===== config.mk =====
export PLATFORM = sky130hd
export DESIGN_NAME = mie_execute
export DESIGN_NICKNAME = d
export VERILOG_FILES = /design/src/hw/mie_pkg.sv /design/src/hw/mie_alu.sv /design/src/hw/mie_execute.sv
export SDC_FILE = /design/constraint.sdc
export NUM_CORES = 1
export LEC_CHECK = 0
export BUFFER_PORTS_ARGS = -buffer_cell sky130_fd_sc_hd__buf_4
export CAP_MARGIN = 20
export CORE_MARGIN = 3
export CORE_UTILIZATION = 50
export CTS_BUF_LIST = sky130_fd_sc_hd__clkbuf_8
export CTS_CLUSTER_DIAMETER = 200
export DETAILED_ROUTE_END_ITERATION = 7
export PLACE_DENSITY = 0.74
export SLEW_MARGIN = 30
export SYNTH_ARGS = -nofsm -noshare
export SYNTH_HDL_FRONTEND = slang
export SYNTH_HIERARCHICAL = 1
export SYNTH_SLANG_ARGS = --single-unit

===== constraint.sdc =====
create_clock -name clk_i -period 3.4 [get_ports clk_i]
set_input_delay 0.68 -clock clk_i [delete_from_list [all_inputs] [get_ports clk_i]]
set_output_delay 0.68 -clock clk_i [all_outputs]
set_load 0.02 [all_outputs]

===== src/hw/mie_pkg.sv =====
// constants and types shared by the instruction execute block
// ****************************************************************
// Overview of operation
// - bcd adjust writes acc plus correction to memory, only carry
// - add six per nibble above nine or carry
// - decrement memory, zero flag; acc form keeps memory
// - increment memory, zero flag; acc form keeps memory
// - halt: stop clock, clear watchdog, set sleep flag
// - jump loads address, two cycles, no flags
// - copy ops move data without touching flags
// - idle op only advances program counter
// - or ops update only zero flag
// - subroutine exit reloads pc from stack
// - immediate form of subroutine exit also loads immediate into acc
// - interrupt exit reloads pc, sets irq enable
// - rotate left, bit seven into bit zero
// - rotate left through carry
// - rotate right, bit zero into bit seven
// - rotate right through carry
// - subtract with borrow sets ov z ac c
// - decrement skip zero skips with dummy cycle
// - acc form stores result in acc, skips
// - untaken skip completes in one cycle
// ****************************************************************
package mie_pkg;

    localparam int DATA_W = 8;
    localparam int PC_W   = 13;

    localparam logic [7:0] ADJ_LO   = 8'h06;
    localparam logic [7:0] ADJ_HI   = 8'h60;
    localparam logic [3:0] NIB_MAX  = 4'h9;
    localparam logic [7:0] ONE      = 8'h01;
    localparam logic [7:0] ZERO     = 8'h00;

    // flag positions inside the status byte
    localparam int FLAG_C  = 0;
    localparam int FLAG_AC = 1;
    localparam int FLAG_Z  = 2;
    localparam int FLAG_OV = 3;
    localparam logic [3:0] FLAGS_RST = 4'h0;

    typedef enum logic [4:0] {
        OP_IDLE       = 5'h00,
        OP_BCD_ADJ    = 5'h01,
        OP_DEC_M      = 5'h02,
        OP_DEC_A      = 5'h03,
        OP_INC_M      = 5'h04,
        OP_INC_A      = 5'h05,
        OP_HALT       = 5'h06,
        OP_JUMP       = 5'h07,
        OP_MOV_AM     = 5'h08,
        OP_MOV_AX     = 5'h09,
        OP_MOV_MA     = 5'h0a,
        OP_OR_AM      = 5'h0b,
        OP_OR_AX      = 5'h0c,
        OP_OR_MM      = 5'h0d,
        OP_RET        = 5'h0e,
        OP_RET_AX     = 5'h0f,
        OP_INTERRUPT_EXIT       = 5'h10,
        OP_ROL_M      = 5'h11,
        OP_ROL_A      = 5'h12,
        OP_ROLC_M     = 5'h13,
        OP_ROLC_A     = 5'h14,
        OP_ROR_M      = 5'h15,
        OP_ROR_A      = 5'h16,
        OP_RORC_M     = 5'h17,
        OP_RORC_A     = 5'h18,
        OP_SBC_A      = 5'h19,
        OP_SBC_M      = 5'h1a,
        OP_DSZ_M      = 5'h1b,
        OP_DSZ_A      = 5'h1c
    } mie_op_e;

    typedef enum logic [1:0] {
        ST_RUN   = 2'b00,
        ST_DUMMY = 2'b01,
        ST_SLEEP = 2'b11
    } mie_state_e;

endpackage : mie_pkg


===== src/hw/mie_alu.sv =====
// combinational datapath for the execute block
`timescale 1ns/10ps
module mie_alu
(
    // operands
    input  wire logic [7:0]      acc_i,
    input  wire logic [7:0]      mem_i,
    input  wire logic [7:0]      imm_i,
    input  wire logic [3:0]      flags_i,
    input  wire mie_pkg::mie_op_e op_i,
    // results
    output logic      [7:0]      res_o,
    output logic      [3:0]      flags_o
);

    logic [8:0] diff;
    logic [4:0] ldiff;
    logic       nb;
    logic [7:0] adj;
    logic [8:0] bsum;
    logic       cin;

    always_comb
    begin
        cin   = flags_i[mie_pkg::FLAG_C];
        nb    = ~cin;
        res_o = acc_i;
        flags_o = flags_i;
        diff  = 9'h000;
        ldiff = 5'h00;
        adj   = mie_pkg::ZERO;
        bsum  = 9'h000;
        unique case (op_i)
            mie_pkg::OP_BCD_ADJ:
            begin
                // two nibble corrections, carry kept or set
                if (acc_i[3:0] > mie_pkg::NIB_MAX
                    || flags_i[mie_pkg::FLAG_AC])
                    adj = adj | mie_pkg::ADJ_LO;
                if (acc_i[7:4] > mie_pkg::NIB_MAX
                    || flags_i[mie_pkg::FLAG_C])
                    adj = adj | mie_pkg::ADJ_HI;
                bsum = {1'b0, acc_i} + {1'b0, adj};
                res_o = bsum[7:0];
                flags_o[mie_pkg::FLAG_C] = cin | bsum[8];
            end
            mie_pkg::OP_DEC_M, mie_pkg::OP_DEC_A:
            begin
                res_o = mem_i - mie_pkg::ONE;
                flags_o[mie_pkg::FLAG_Z] = (res_o == mie_pkg::ZERO);
            end
            mie_pkg::OP_INC_M, mie_pkg::OP_INC_A:
            begin
                res_o = mem_i + mie_pkg::ONE;
                flags_o[mie_pkg::FLAG_Z] = (res_o == mie_pkg::ZERO);
            end
            mie_pkg::OP_MOV_AM, mie_pkg::OP_MOV_MA:
                res_o = (op_i == mie_pkg::OP_MOV_AM) ? mem_i : acc_i;
            mie_pkg::OP_MOV_AX, mie_pkg::OP_RET_AX:
                res_o = imm_i;
            mie_pkg::OP_OR_AM, mie_pkg::OP_OR_MM, mie_pkg::OP_OR_AX:
            begin
                res_o = acc_i | ((op_i == mie_pkg::OP_OR_AX) ? imm_i
                                                            : mem_i);
                flags_o[mie_pkg::FLAG_Z] = (res_o == mie_pkg::ZERO);
            end
            mie_pkg::OP_ROL_M, mie_pkg::OP_ROL_A:
                res_o = {mem_i[6:0], mem_i[7]};
            mie_pkg::OP_ROLC_M, mie_pkg::OP_ROLC_A:
            begin
                res_o = {mem_i[6:0], cin};
                flags_o[mie_pkg::FLAG_C] = mem_i[7];
            end
            mie_pkg::OP_ROR_M, mie_pkg::OP_ROR_A:
                res_o = {mem_i[0], mem_i[7:1]};
            mie_pkg::OP_RORC_M, mie_pkg::OP_RORC_A:
            begin
                res_o = {cin, mem_i[7:1]};
                flags_o[mie_pkg::FLAG_C] = mem_i[0];
            end
            mie_pkg::OP_SBC_A, mie_pkg::OP_SBC_M:
            begin
                // borrow out clears carry
                diff  = {1'b0, acc_i} - {1'b0, mem_i} - {8'h00, nb};
                ldiff = {1'b0, acc_i[3:0]} - {1'b0, mem_i[3:0]}
                        - {4'h0, nb};
                res_o = diff[7:0];
                flags_o[mie_pkg::FLAG_C]  = ~diff[8];
                flags_o[mie_pkg::FLAG_AC] = ~ldiff[4];
                flags_o[mie_pkg::FLAG_Z]  = (diff[7:0] == mie_pkg::ZERO);
                flags_o[mie_pkg::FLAG_OV] = (acc_i[7] != mem_i[7])
                                            && (diff[7] != acc_i[7]);
            end
            mie_pkg::OP_DSZ_M, mie_pkg::OP_DSZ_A:
                res_o = mem_i - mie_pkg::ONE;
            default:
                res_o = acc_i;
        endcase
    end

endmodule : mie_alu


===== src/hw/mie_execute.sv =====
// execute stage: accumulator, flags, pc and power control
`timescale 1ns/10ps
module mie_execute
#(
    parameter int PC_W = mie_pkg::PC_W
)
(
    // clock and reset
    input  wire logic             clk_i,
    input  wire logic             rst_n_i,
    // instruction
    input  wire logic             valid_i,
    input  wire mie_pkg::mie_op_e op_i,
    input  wire logic [7:0]       imm_i,
    input  wire logic [PC_W-1:0]  addr_i,
    // data memory and stack
    input  wire logic [7:0]       mem_rd_i,
    input  wire logic [PC_W-1:0]  stack_top_i,
    input  wire logic             irq_pending_i,
    input  wire logic             wake_i,
    // results
    output logic      [7:0]       acc_o,
    output logic      [3:0]       flags_o,
    output logic      [7:0]       mem_wd_o,
    output logic                  mem_we_o,
    output logic      [PC_W-1:0]  pc_o,
    output logic                  stack_pop_o,
    output logic                  busy_o,
    output logic                  irq_enable_o,
    output logic                  irq_enter_o,
    output logic                  sleep_flag_o,
    output logic                  wdt_timeout_flag_o,
    output logic                  wdt_clear_o,
    output logic                  clk_stop_o
);

    // ****************************************************************
    // datapath
    // ****************************************************************
    logic [7:0] acc_reg;
    logic [3:0] flags_reg;
    logic [7:0] alu_res;
    logic [3:0] alu_flags;
    logic [PC_W-1:0] pc_reg;
    logic       take;
    logic       skip;
    logic       skip_hold;
    mie_pkg::mie_state_e state_reg;

    mie_alu u_alu
    (
        .acc_i   (acc_reg),
        .mem_i   (mem_rd_i),
        .imm_i   (imm_i),
        .flags_i (flags_reg),
        .op_i    (op_i),
        .res_o   (alu_res),
        .flags_o (alu_flags)
    );

    function automatic logic to_acc(input mie_pkg::mie_op_e op);
        to_acc = op inside {mie_pkg::OP_DEC_A, mie_pkg::OP_INC_A,
                 mie_pkg::OP_MOV_AM, mie_pkg::OP_MOV_AX,
                 mie_pkg::OP_OR_AM, mie_pkg::OP_OR_AX, mie_pkg::OP_RET_AX,
                 mie_pkg::OP_ROL_A, mie_pkg::OP_ROLC_A, mie_pkg::OP_ROR_A,
                 mie_pkg::OP_RORC_A, mie_pkg::OP_SBC_A, mie_pkg::OP_DSZ_A};
    endfunction : to_acc

    function automatic logic to_mem(input mie_pkg::mie_op_e op);
        to_mem = op inside {mie_pkg::OP_BCD_ADJ, mie_pkg::OP_DEC_M,
                 mie_pkg::OP_INC_M, mie_pkg::OP_MOV_MA, mie_pkg::OP_OR_MM,
                 mie_pkg::OP_ROL_M, mie_pkg::OP_ROLC_M, mie_pkg::OP_ROR_M,
                 mie_pkg::OP_RORC_M, mie_pkg::OP_SBC_M, mie_pkg::OP_DSZ_M};
    endfunction : to_mem

    assign take = valid_i && (state_reg == mie_pkg::ST_RUN);
    assign skip = (op_i == mie_pkg::OP_DSZ_M || op_i == mie_pkg::OP_DSZ_A)
                  && (alu_res == mie_pkg::ZERO);

    // ****************************************************************
    // sequencer
    // ****************************************************************
    always_ff @(posedge clk_i)
    begin
        if (!rst_n_i)
            state_reg <= mie_pkg::ST_RUN;
        else
        begin
            unique case (state_reg)
                mie_pkg::ST_RUN:
                    if (take)
                    begin
                        if (op_i == mie_pkg::OP_HALT)
                            state_reg <= mie_pkg::ST_SLEEP;
                        else if (skip
                                 || op_i inside {mie_pkg::OP_JUMP,
                                 mie_pkg::OP_RET, mie_pkg::OP_RET_AX,
                                 mie_pkg::OP_INTERRUPT_EXIT})
                            state_reg <= mie_pkg::ST_DUMMY;
                    end
                mie_pkg::ST_DUMMY:
                    state_reg <= mie_pkg::ST_RUN;
                mie_pkg::ST_SLEEP:
                    if (wake_i)
                        state_reg <= mie_pkg::ST_RUN;
                default:
                    state_reg <= mie_pkg::ST_RUN;
            endcase
        end
    end

    // ****************************************************************
    // accumulator and flags
    // ****************************************************************
    always_ff @(posedge clk_i)
    begin
        if (!rst_n_i)
        begin
            acc_reg   <= mie_pkg::ZERO;
            flags_reg <= mie_pkg::FLAGS_RST;
        end
        else if (take)
        begin
            if (to_acc(op_i))
                acc_reg <= alu_res;
            flags_reg <= alu_flags;
        end
    end

    // ****************************************************************
    // memory write
    // ****************************************************************
    always_ff @(posedge clk_i)
    begin
        if (!rst_n_i)
        begin
            mem_we_o <= 1'b0;
            mem_wd_o <= mie_pkg::ZERO;
        end
        else
        begin
            mem_we_o <= take && to_mem(op_i);
            mem_wd_o <= alu_res;
        end
    end

    // ****************************************************************
    // program counter and stack
    // ****************************************************************
    always_ff @(posedge clk_i)
    begin
        if (!rst_n_i)
        begin
            pc_reg      <= '0;
            stack_pop_o <= 1'b0;
            irq_enter_o <= 1'b0;
        end
        else
        begin
            stack_pop_o <= take && op_i inside {mie_pkg::OP_RET,
                           mie_pkg::OP_RET_AX, mie_pkg::OP_INTERRUPT_EXIT};
            irq_enter_o <= take && op_i == mie_pkg::OP_INTERRUPT_EXIT
                           && irq_pending_i;
            if (take)
            begin
                unique case (op_i)
                    mie_pkg::OP_JUMP:
                        pc_reg <= addr_i;
                    mie_pkg::OP_RET, mie_pkg::OP_RET_AX, mie_pkg::OP_INTERRUPT_EXIT:
                        pc_reg <= stack_top_i;
                    mie_pkg::OP_HALT:
                        pc_reg <= pc_reg;
                    default:
                        pc_reg <= pc_reg + PC_W'(1);
                endcase
            end
            else if (state_reg == mie_pkg::ST_DUMMY && skip_hold)
                pc_reg <= pc_reg + PC_W'(1);
        end
    end

    always_ff @(posedge clk_i)
    begin
        if (!rst_n_i)
            skip_hold <= 1'b0;
        else
            skip_hold <= take && skip;
    end

    // ****************************************************************
    // power and interrupt control
    // ****************************************************************
    always_ff @(posedge clk_i)
    begin
        if (!rst_n_i)
        begin
            irq_enable_o       <= 1'b0;
            sleep_flag_o       <= 1'b0;
            wdt_timeout_flag_o <= 1'b0;
            wdt_clear_o        <= 1'b0;
            clk_stop_o         <= 1'b0;
        end
        else
        begin
            wdt_clear_o <= take && op_i == mie_pkg::OP_HALT;
            if (take && op_i == mie_pkg::OP_INTERRUPT_EXIT)
                irq_enable_o <= 1'b1;
            if (take && op_i == mie_pkg::OP_HALT)
            begin
                sleep_flag_o       <= 1'b1;
                wdt_timeout_flag_o <= 1'b0;
                clk_stop_o         <= 1'b1;
            end
            else if (state_reg == mie_pkg::ST_SLEEP && wake_i)
                clk_stop_o <= 1'b0;
        end
    end

    always_ff @(posedge clk_i)
    begin
        if (!rst_n_i)
            busy_o <= 1'b0;
        else
            busy_o <= take && (skip || op_i inside {mie_pkg::OP_JUMP,
                      mie_pkg::OP_RET, mie_pkg::OP_RET_AX,
                      mie_pkg::OP_INTERRUPT_EXIT, mie_pkg::OP_HALT});
    end

    assign acc_o   = acc_reg;
    assign flags_o = flags_reg;
    assign pc_o    = pc_reg;
endmodule : mie_execute


======== Yosys cells after proc, flatten, opt, wreduce, memory -nomap -nowiden ========
Cells that the tools add are included.
word-level totals
  bits in registers ....................... 44
  output and inout port bits .............. 42
  input bits .............................. 52
operators by class
  bitwise gates (word level) .............. 5
  magnitude comparators ................... 2
  reductions and logical operators ........ 50
  equal/unequal tests ..................... 36
  multiplexer cells ....................... 18
  add/sub/neg operators ................... 8
operator list
  operator                                                         number
  8-bit case mux with 11 select lines                              1
  5-bit == test, second input constant                             13
  5-bit by 4-bit == test with 1-bit output, second input constant  8
  8-bit zero test                                                  5
  13-bit case mux with 3 select lines                              1
  13-bit two-way mux                                               2
  8-bit two-way mux                                                3
  5-bit by 3-bit == test with 1-bit output, second input constant  4
  2-bit OR reduction                                               9
  13-bit by 1-bit adder with 13-bit output, second input constant  1
  13-bit nonzero test                                              1
  1-bit logical AND                                                12
  4-bit nonzero test                                               3
  11-bit nonzero test                                              1
  5-bit by 2-bit == test with 1-bit output, second input constant  2
  2-bit AND reduction                                              5
  8-bit by 8-bit adder with 9-bit output                           1
  8-bit by 8-bit subtractor with 9-bit output                      1
  9-bit by 1-bit subtractor with 9-bit output                      1
  8-bit by 1-bit adder with 8-bit output, second input constant    1
  4-bit greater-than comparator, second input constant             2
  2-bit two-way mux                                                4
  8-bit bitwise OR                                                 1
  1-bit case mux with 4 select lines                               2
  other kinds (23)                                                 35

======== Longest topological paths before layout ========
  word-level depth ........................ 14
  mapped depth ............................ 16

======== By module ========
The synthesis kept the hierarchy.
modules (own cells, without submodules)
  module       sequential area each (sq um)  instances  area each (sq um)  cells each
  mie_alu      0.0                           1          2214.6             328
  mie_execute  880.8                         1          2189.6             245

======== Least setup slack after synthesis ========
OpenSTA, ideal clock, no wires.
  path type ............................... input to register
  start ................................... input port mem_rd_i[1]
  end ..................................... register busy_o
  slack ................................... 171 ps
  buffers on the path ..................... 1
  cell stages on the path ................. 13
  library setup time ...................... 60 ps
  data arrival time ....................... 3169 ps
  cells stage by stage .................... clkbuf_1 -> inv_1 -> fa_1 -> nand2b_1 -> a21oi_1 -> xor2_1 -> o22ai_1 -> a21oi_1 -> nand4b_1 -> or4_1 -> nor3_1 -> o21bai_1 -> nand2b_1
on the way
  cells in the longest elaborated chain, start to end .. 7
  elaborated cells between the ends (all ways) .. 12
  those cells by class .................... 4 x add/sub; 3 x mux; 1 x bitwise; 4 x reduce/logical
RTL lines
  item                                         line                source
  start: declaration                           mie_execute.sv:17   input wire logic [7:0] mem_rd_i,
  8-bit by 8-bit subtractor with 9-bit output  mie_alu.sv:84       diff = {1'b0, acc_i} - {1'b0, mem_i} - {8'h00, nb};
  9-bit by 1-bit subtractor with 9-bit output  mie_alu.sv:84
  8-bit case mux with 11 select lines *        mie_alu.sv:33       unique case (op_i)
  net alu_res[4]                               mie_execute.sv:42   logic [7:0] alu_res;
  8-bit zero test *                            mie_execute.sv:78   && (alu_res == mie_pkg::ZERO);
  1-bit logical AND *                          mie_execute.sv:78
  1-bit logical OR *                           mie_execute.sv:224  busy_o <= take && (skip || op_i inside {mie_pkg::OP_JUMP,
  1-bit logical AND *                          mie_execute.sv:224
  end signal: assignment                       mie_execute.sv:224
  end: declaration                             mie_execute.sv:28   output logic busy_o,
Mark *: on every way through the listed nets, which the timed path passes. The rest lies on a longest branch.
A chain may end at the register's enable or synchronous reset.

======== Worst setup path after layout ========
  start ................................... input port mem_rd_i[0]
  end ..................................... register busy_o
Same word-level chain as after synthesis.

==> results.txt <==
----------------------------------------------------
[Run status]
  Result of the run ... finished, final reports clean

[Power]
  Maximum vdd drop ... 0.199 mV
  Power density of the placed cells ... about 300 nW/um^2
  Reg power frac ... 0.332
  Total net switching power ... around 600 uW
  Net switching share of the total power ... 0.355
  Relative contribution of the clock network to total power ... 0.250
  Total power after layout ... roughly 1.7 mW
  Leakage component of the power ... 2.40 nW
  Portion of total power attributed to combinational logic ... 0.418
  Internal ... 1.10 mW

[Min path]
  Worst hold path class ... reg2reg

[STA]
  Number of hold violations in the final report ... 0
  Final-report max-slew violation count ... 0
  Period utilization ... 0.964
  Number of setup violations in the final report ... 0
  Post-route clock skew ... ~0.0066 ns
  Final critical delay including setup and external delays ... between 3 and 4 ns
  Worst max-slew margin expressed relative to the limit ... 0.409
  Slew @ Worst Pin ... 0.887 ns
  Fmax achieved ... approximately 300 MHz

[GRT]
  Remaining global-route overflow ... 0
  Largest net degree at the start of global routing ... 22
  Total global-route track usage ... 0.308
  Grt met2 use ... 0.525
  Grt met1 use ... 0.399
  Met3 usage in global routing ... 0.0403
  Vias in the first global route ... 4775
  Global-route wire length before repair ... approximately 25000 um
  Most Used Layer, Global Route ... met2
  Antenna violations before repair ... 0

[Worst setup path]
  Delay of the slowest cell on the worst path ... approximately 0.53 ns
  Worst Path Buf+Inv ... 3
  Kind of cell adding the most delay to the critical path ... compound AO/OA/AOI/OAI gates
  Sequence of cells on the critical path ... buf_4 -> fa_1 -> inv_1 -> ha_1 -> o21ai_2 -> a21boi_2 -> o41ai_2 -> xnor2_1 -> a22oi_1 -> nand3_1 -> nor4_2 -> buf_4 -> nand3_2 -> nor3_2 -> o21bai_1 -> nand2b_1
  Maximum fanout count along the critical path ... 2
  Cell type of the slowest stage on the worst timing path ... sky130_fd_sc_hd__fa_1
  Signal arrival time at the worst endpoint ... roughly 3.5 ns
  Worst endpoint required time ... roughly 3.6 ns
  Kind of start point of the critical path ... input port
  Critical path class ... in2reg
  Endpoint kind of the worst setup timing path ... flop
  Cell repeated most along the worst path ... sky130_fd_sc_hd__buf_4

[Drt]
  First-pass detailed-route iteration total ... 6
  Iteration-0 DRC count of the detailed router ... approximately 500
  Detailed-route wire length ... between 15000 and 20000 um
  Number of nets with antenna violations after detailed routing ... 0
  Average via count per standard cell ... between 6 and 7
  Wire length per cell after detailed routing ... approximately 20 um
  DR DRC count ... 0
  Via Count ... about 5100

[Logic synthesis]
  Cell area after technology mapping ... roughly 4400 um^2
  Total of warnings raised by yosys ... 6
  Average size of a mapped cell ... slightly below 8 um^2
  Number of enable-type register cells in the synthesized netlist ... 0
  Post-synthesis register bit count ... between 40 and 50
  Syn Inst Count ... approximately 570
  Number of nets in the synthesized netlist ... 651
  Proportion of register bits with asynchronous set or reset after synthesis ... 0
  Part of the Yosys area used for sequential elements ... 0.200
  Most used flip-flop cell after synthesis ... sky130_fd_sc_hd__dfxtp_1
  Number of different library cells in the post-synthesis netlist ... a little under 90

[Die]
  Core Box Area ... roughly 8400 um^2
  Row count ... 33
  Height of the chip ... 99.9 um
  Area of the die ... approximately 10000 um^2
  Effective utilization at floorplan ... 0.525
  Die X ... around 100 um
  Number of I/O pins ... 94

[Clocking]
  CTS tree ... done
  Number of hold buffers added after cts ... 0
  Clock sinks ... 44
  CTS clock-pin slew for the worst setup and hold paths ... roughly 0.080 ns
  Source-to-sink clock delay at the later pin of the worst-skew pair ... around 0.3 ns
  Num CTS Buffers ... 5
  Bufs on Longest Clock Path ... 2
  Root Buffer Master ... sky130_fd_sc_hd__clkbuf_8
  Htree depth ... 2

[Place]
  Number of buffer cells added on primary ports ... between 90 and 100
  Detailed placement HPWL ... around 12000 um
  Global placement routability congestion ... around 1

[Layout]
  Max reg flops ... 13
  Footprint of the flip-flops and latches ... roughly 880 um^2
  Fin util ... 0.675
  Fill cell instance count of the final layout ... between 700 and 800
  Ant. Diodes ... 0
  Combined area of the multi-input logic cells ... between 3000 and 4000 um^2
  Signed area change from the synthesized netlist to the final layout ... 28.4%
  Share of post-route cells with drive strength above 1 ... 0.273
  Final #Nets ... around 770

[Run]
  Max Cap Viol ... 0

----------------------------------------------------
==> layer usage <==
| layer | share of wire | vias up |
|---|---|---|
| met4 | 0.028 | 0 |
| met5 | 0 | - |
| met1 | 0.41 | 2385 |
| met2 | 0.49 | 273 |
| li1 | - | 2374 |
| met3 | 0.078 | 45 |
==> worst reg2reg max path, delay by kind of cell, from the launching register on <==
kind | cells | cell delay [ns]
compound gates | 5 | 0.91
xor+xnor | 1 | 0.14
fa+ha+maj | 2 | 0.75
buf+inv | 3 | 0.31
flops | 1 | 0.35
simple gates | 5 | 0.75
==> logic make-up (layout without fill, tap and decap cells) <==
family,count (synthesis),after routing,share of synthesized area
adders and majority gates,26,26,0.0790
DFF,44,44,0.200
AOI/OAI and AO/OA,173,173,0.278
buffers and inverters,69,188,0.0679
and+or+nand+nor,210,210,0.264
other,1,1,0.000851
xor gates and xnor gates,24,24,0.0494
muxes,26,26,0.0614
==> cell type report <==
class / count / share of cell area
clock buffers: 6 / 0.0146
clock inverters: 2 / 0.00686
inverters: 30 / 0.0199
multi-input cells: 460 / 0.578
flip-flops and latches: 44 / 0.156
well taps: 105 / 0.0232
repair buffers: 150 / 0.201
==> cells in the mapped netlist (all sizes together) (3+ instances only) <==
master | number | area share
nand3 | 21 | 0.028
nor2b | 14 | 0.020
buf | 17 | 0.024
nand3b | 3 | 0.0060
dfxtp | 44 | 0.20
or3 | 3 | 0.0043
nand4 | 10 | 0.014
a211oi | 5 | 0.011
o22ai | 3 | 0.0043
mux2i | 18 | 0.041
a22o | 8 | 0.016
nor2 | 42 | 0.036
inv | 30 | 0.026
or2 | 3 | 0.0048
a221oi | 10 | 0.020
o32ai | 3 | 0.012
nor3 | 14 | 0.016
nor4 | 7 | 0.011
clkbuf | 22 | 0.019
o41ai | 3 | 0.0060
xor2 | 9 | 0.020
and2 | 14 | 0.020
nand2 | 39 | 0.033
a31oi | 9 | 0.013
a222oi | 3 | 0.0068
nor4b | 4 | 0.0080
ha | 23 | 0.065
a22oi | 11 | 0.019
a32oi | 8 | 0.018
o21a | 3 | 0.0051
and3 | 5 | 0.0071
o21ai | 42 | 0.049
or4 | 4 | 0.0068
mux2 | 8 | 0.020
a21oi | 36 | 0.041
fa | 3 | 0.014
nand2b | 14 | 0.022
nor3b | 6 | 0.013
xnor2 | 15 | 0.030
o31ai | 3 | 0.0051
==> power groups by stage <==
stage               sequential [mW]  clock [mW]  combinational, mW
finish                        0.565       0.426              0.712
floorplan                     0.606           0              0.360
global placement              0.574           0              0.672
global route                  0.568       0.449              0.762
CTS                           0.563       0.428              0.687
detailed placement            0.575           0              0.683
==> per-stage QoR <==
stage | area, um^2 | std cells | setup WS, ns | hold slack, ns | TNS (ns)
after floorplan | 4400 | 573 | 0.171 | 0.547 | 0
after global placement | 5480 | 788 | -0.105 | 0.437 | -0.209
after detailed placement | 5480 | 788 | -0.213 | 0.452 | -0.528
after CTS | 5600 | 796 | 0.0885 | 0.472 | 0
after global routing | 5660 | 797 | -0.0101 | 0.496 | -0.0194
final | 5660 | 797 | 0.121 | 0.464 | 0
==> final timing paths <==
kind	slack [ns]	start	endpoint	depth (start not counted)
max	0.12	mem_rd_i[0]	busy_o	16
min	0.46	sleep_flag_o	sleep_flag_o	1
max reg2reg	0.15	acc_o[0]	busy_o	16
min reg2reg	0.46	sleep_flag_o	sleep_flag_o	1
==> placed cells by master (no fill, tap or decap), types with 5 or more instances in the layout <==
cell	synthesis	layout
sky130_fd_sc_hd__a21oi_1	36	36
sky130_fd_sc_hd__a221oi_1	10	10
sky130_fd_sc_hd__a22o_1	8	8
sky130_fd_sc_hd__a22oi_1	11	11
sky130_fd_sc_hd__a31oi_1	9	9
sky130_fd_sc_hd__a32oi_1	7	7
sky130_fd_sc_hd__and2_1	13	13
sky130_fd_sc_hd__and3_1	5	5
sky130_fd_sc_hd__buf_4	6	149
sky130_fd_sc_hd__clkbuf_8	0	6
sky130_fd_sc_hd__dfxtp_1	44	41
sky130_fd_sc_hd__ha_1	23	23
sky130_fd_sc_hd__inv_1	30	30
sky130_fd_sc_hd__mux2i_1	18	18
sky130_fd_sc_hd__nand2_1	39	39
sky130_fd_sc_hd__nand2b_1	13	13
sky130_fd_sc_hd__nand3_1	19	18
sky130_fd_sc_hd__nand4_1	10	10
sky130_fd_sc_hd__nor2_1	42	42
sky130_fd_sc_hd__nor2b_1	14	14
sky130_fd_sc_hd__nor3_1	14	13
sky130_fd_sc_hd__nor3b_1	5	5
sky130_fd_sc_hd__nor4_1	6	5
sky130_fd_sc_hd__o21ai_0	30	30
sky130_fd_sc_hd__o21ai_1	11	10
sky130_fd_sc_hd__xnor2_1	15	15
sky130_fd_sc_hd__xor2_1	8	8
==> what timing repair did <==
item,in CTS,in global routing
setup buffers,0,1
hold endpoints to repair,0,0
resized for setup,0,10
endpoints found under the setup margin,0,3
(Power assumes the default switching activity.)
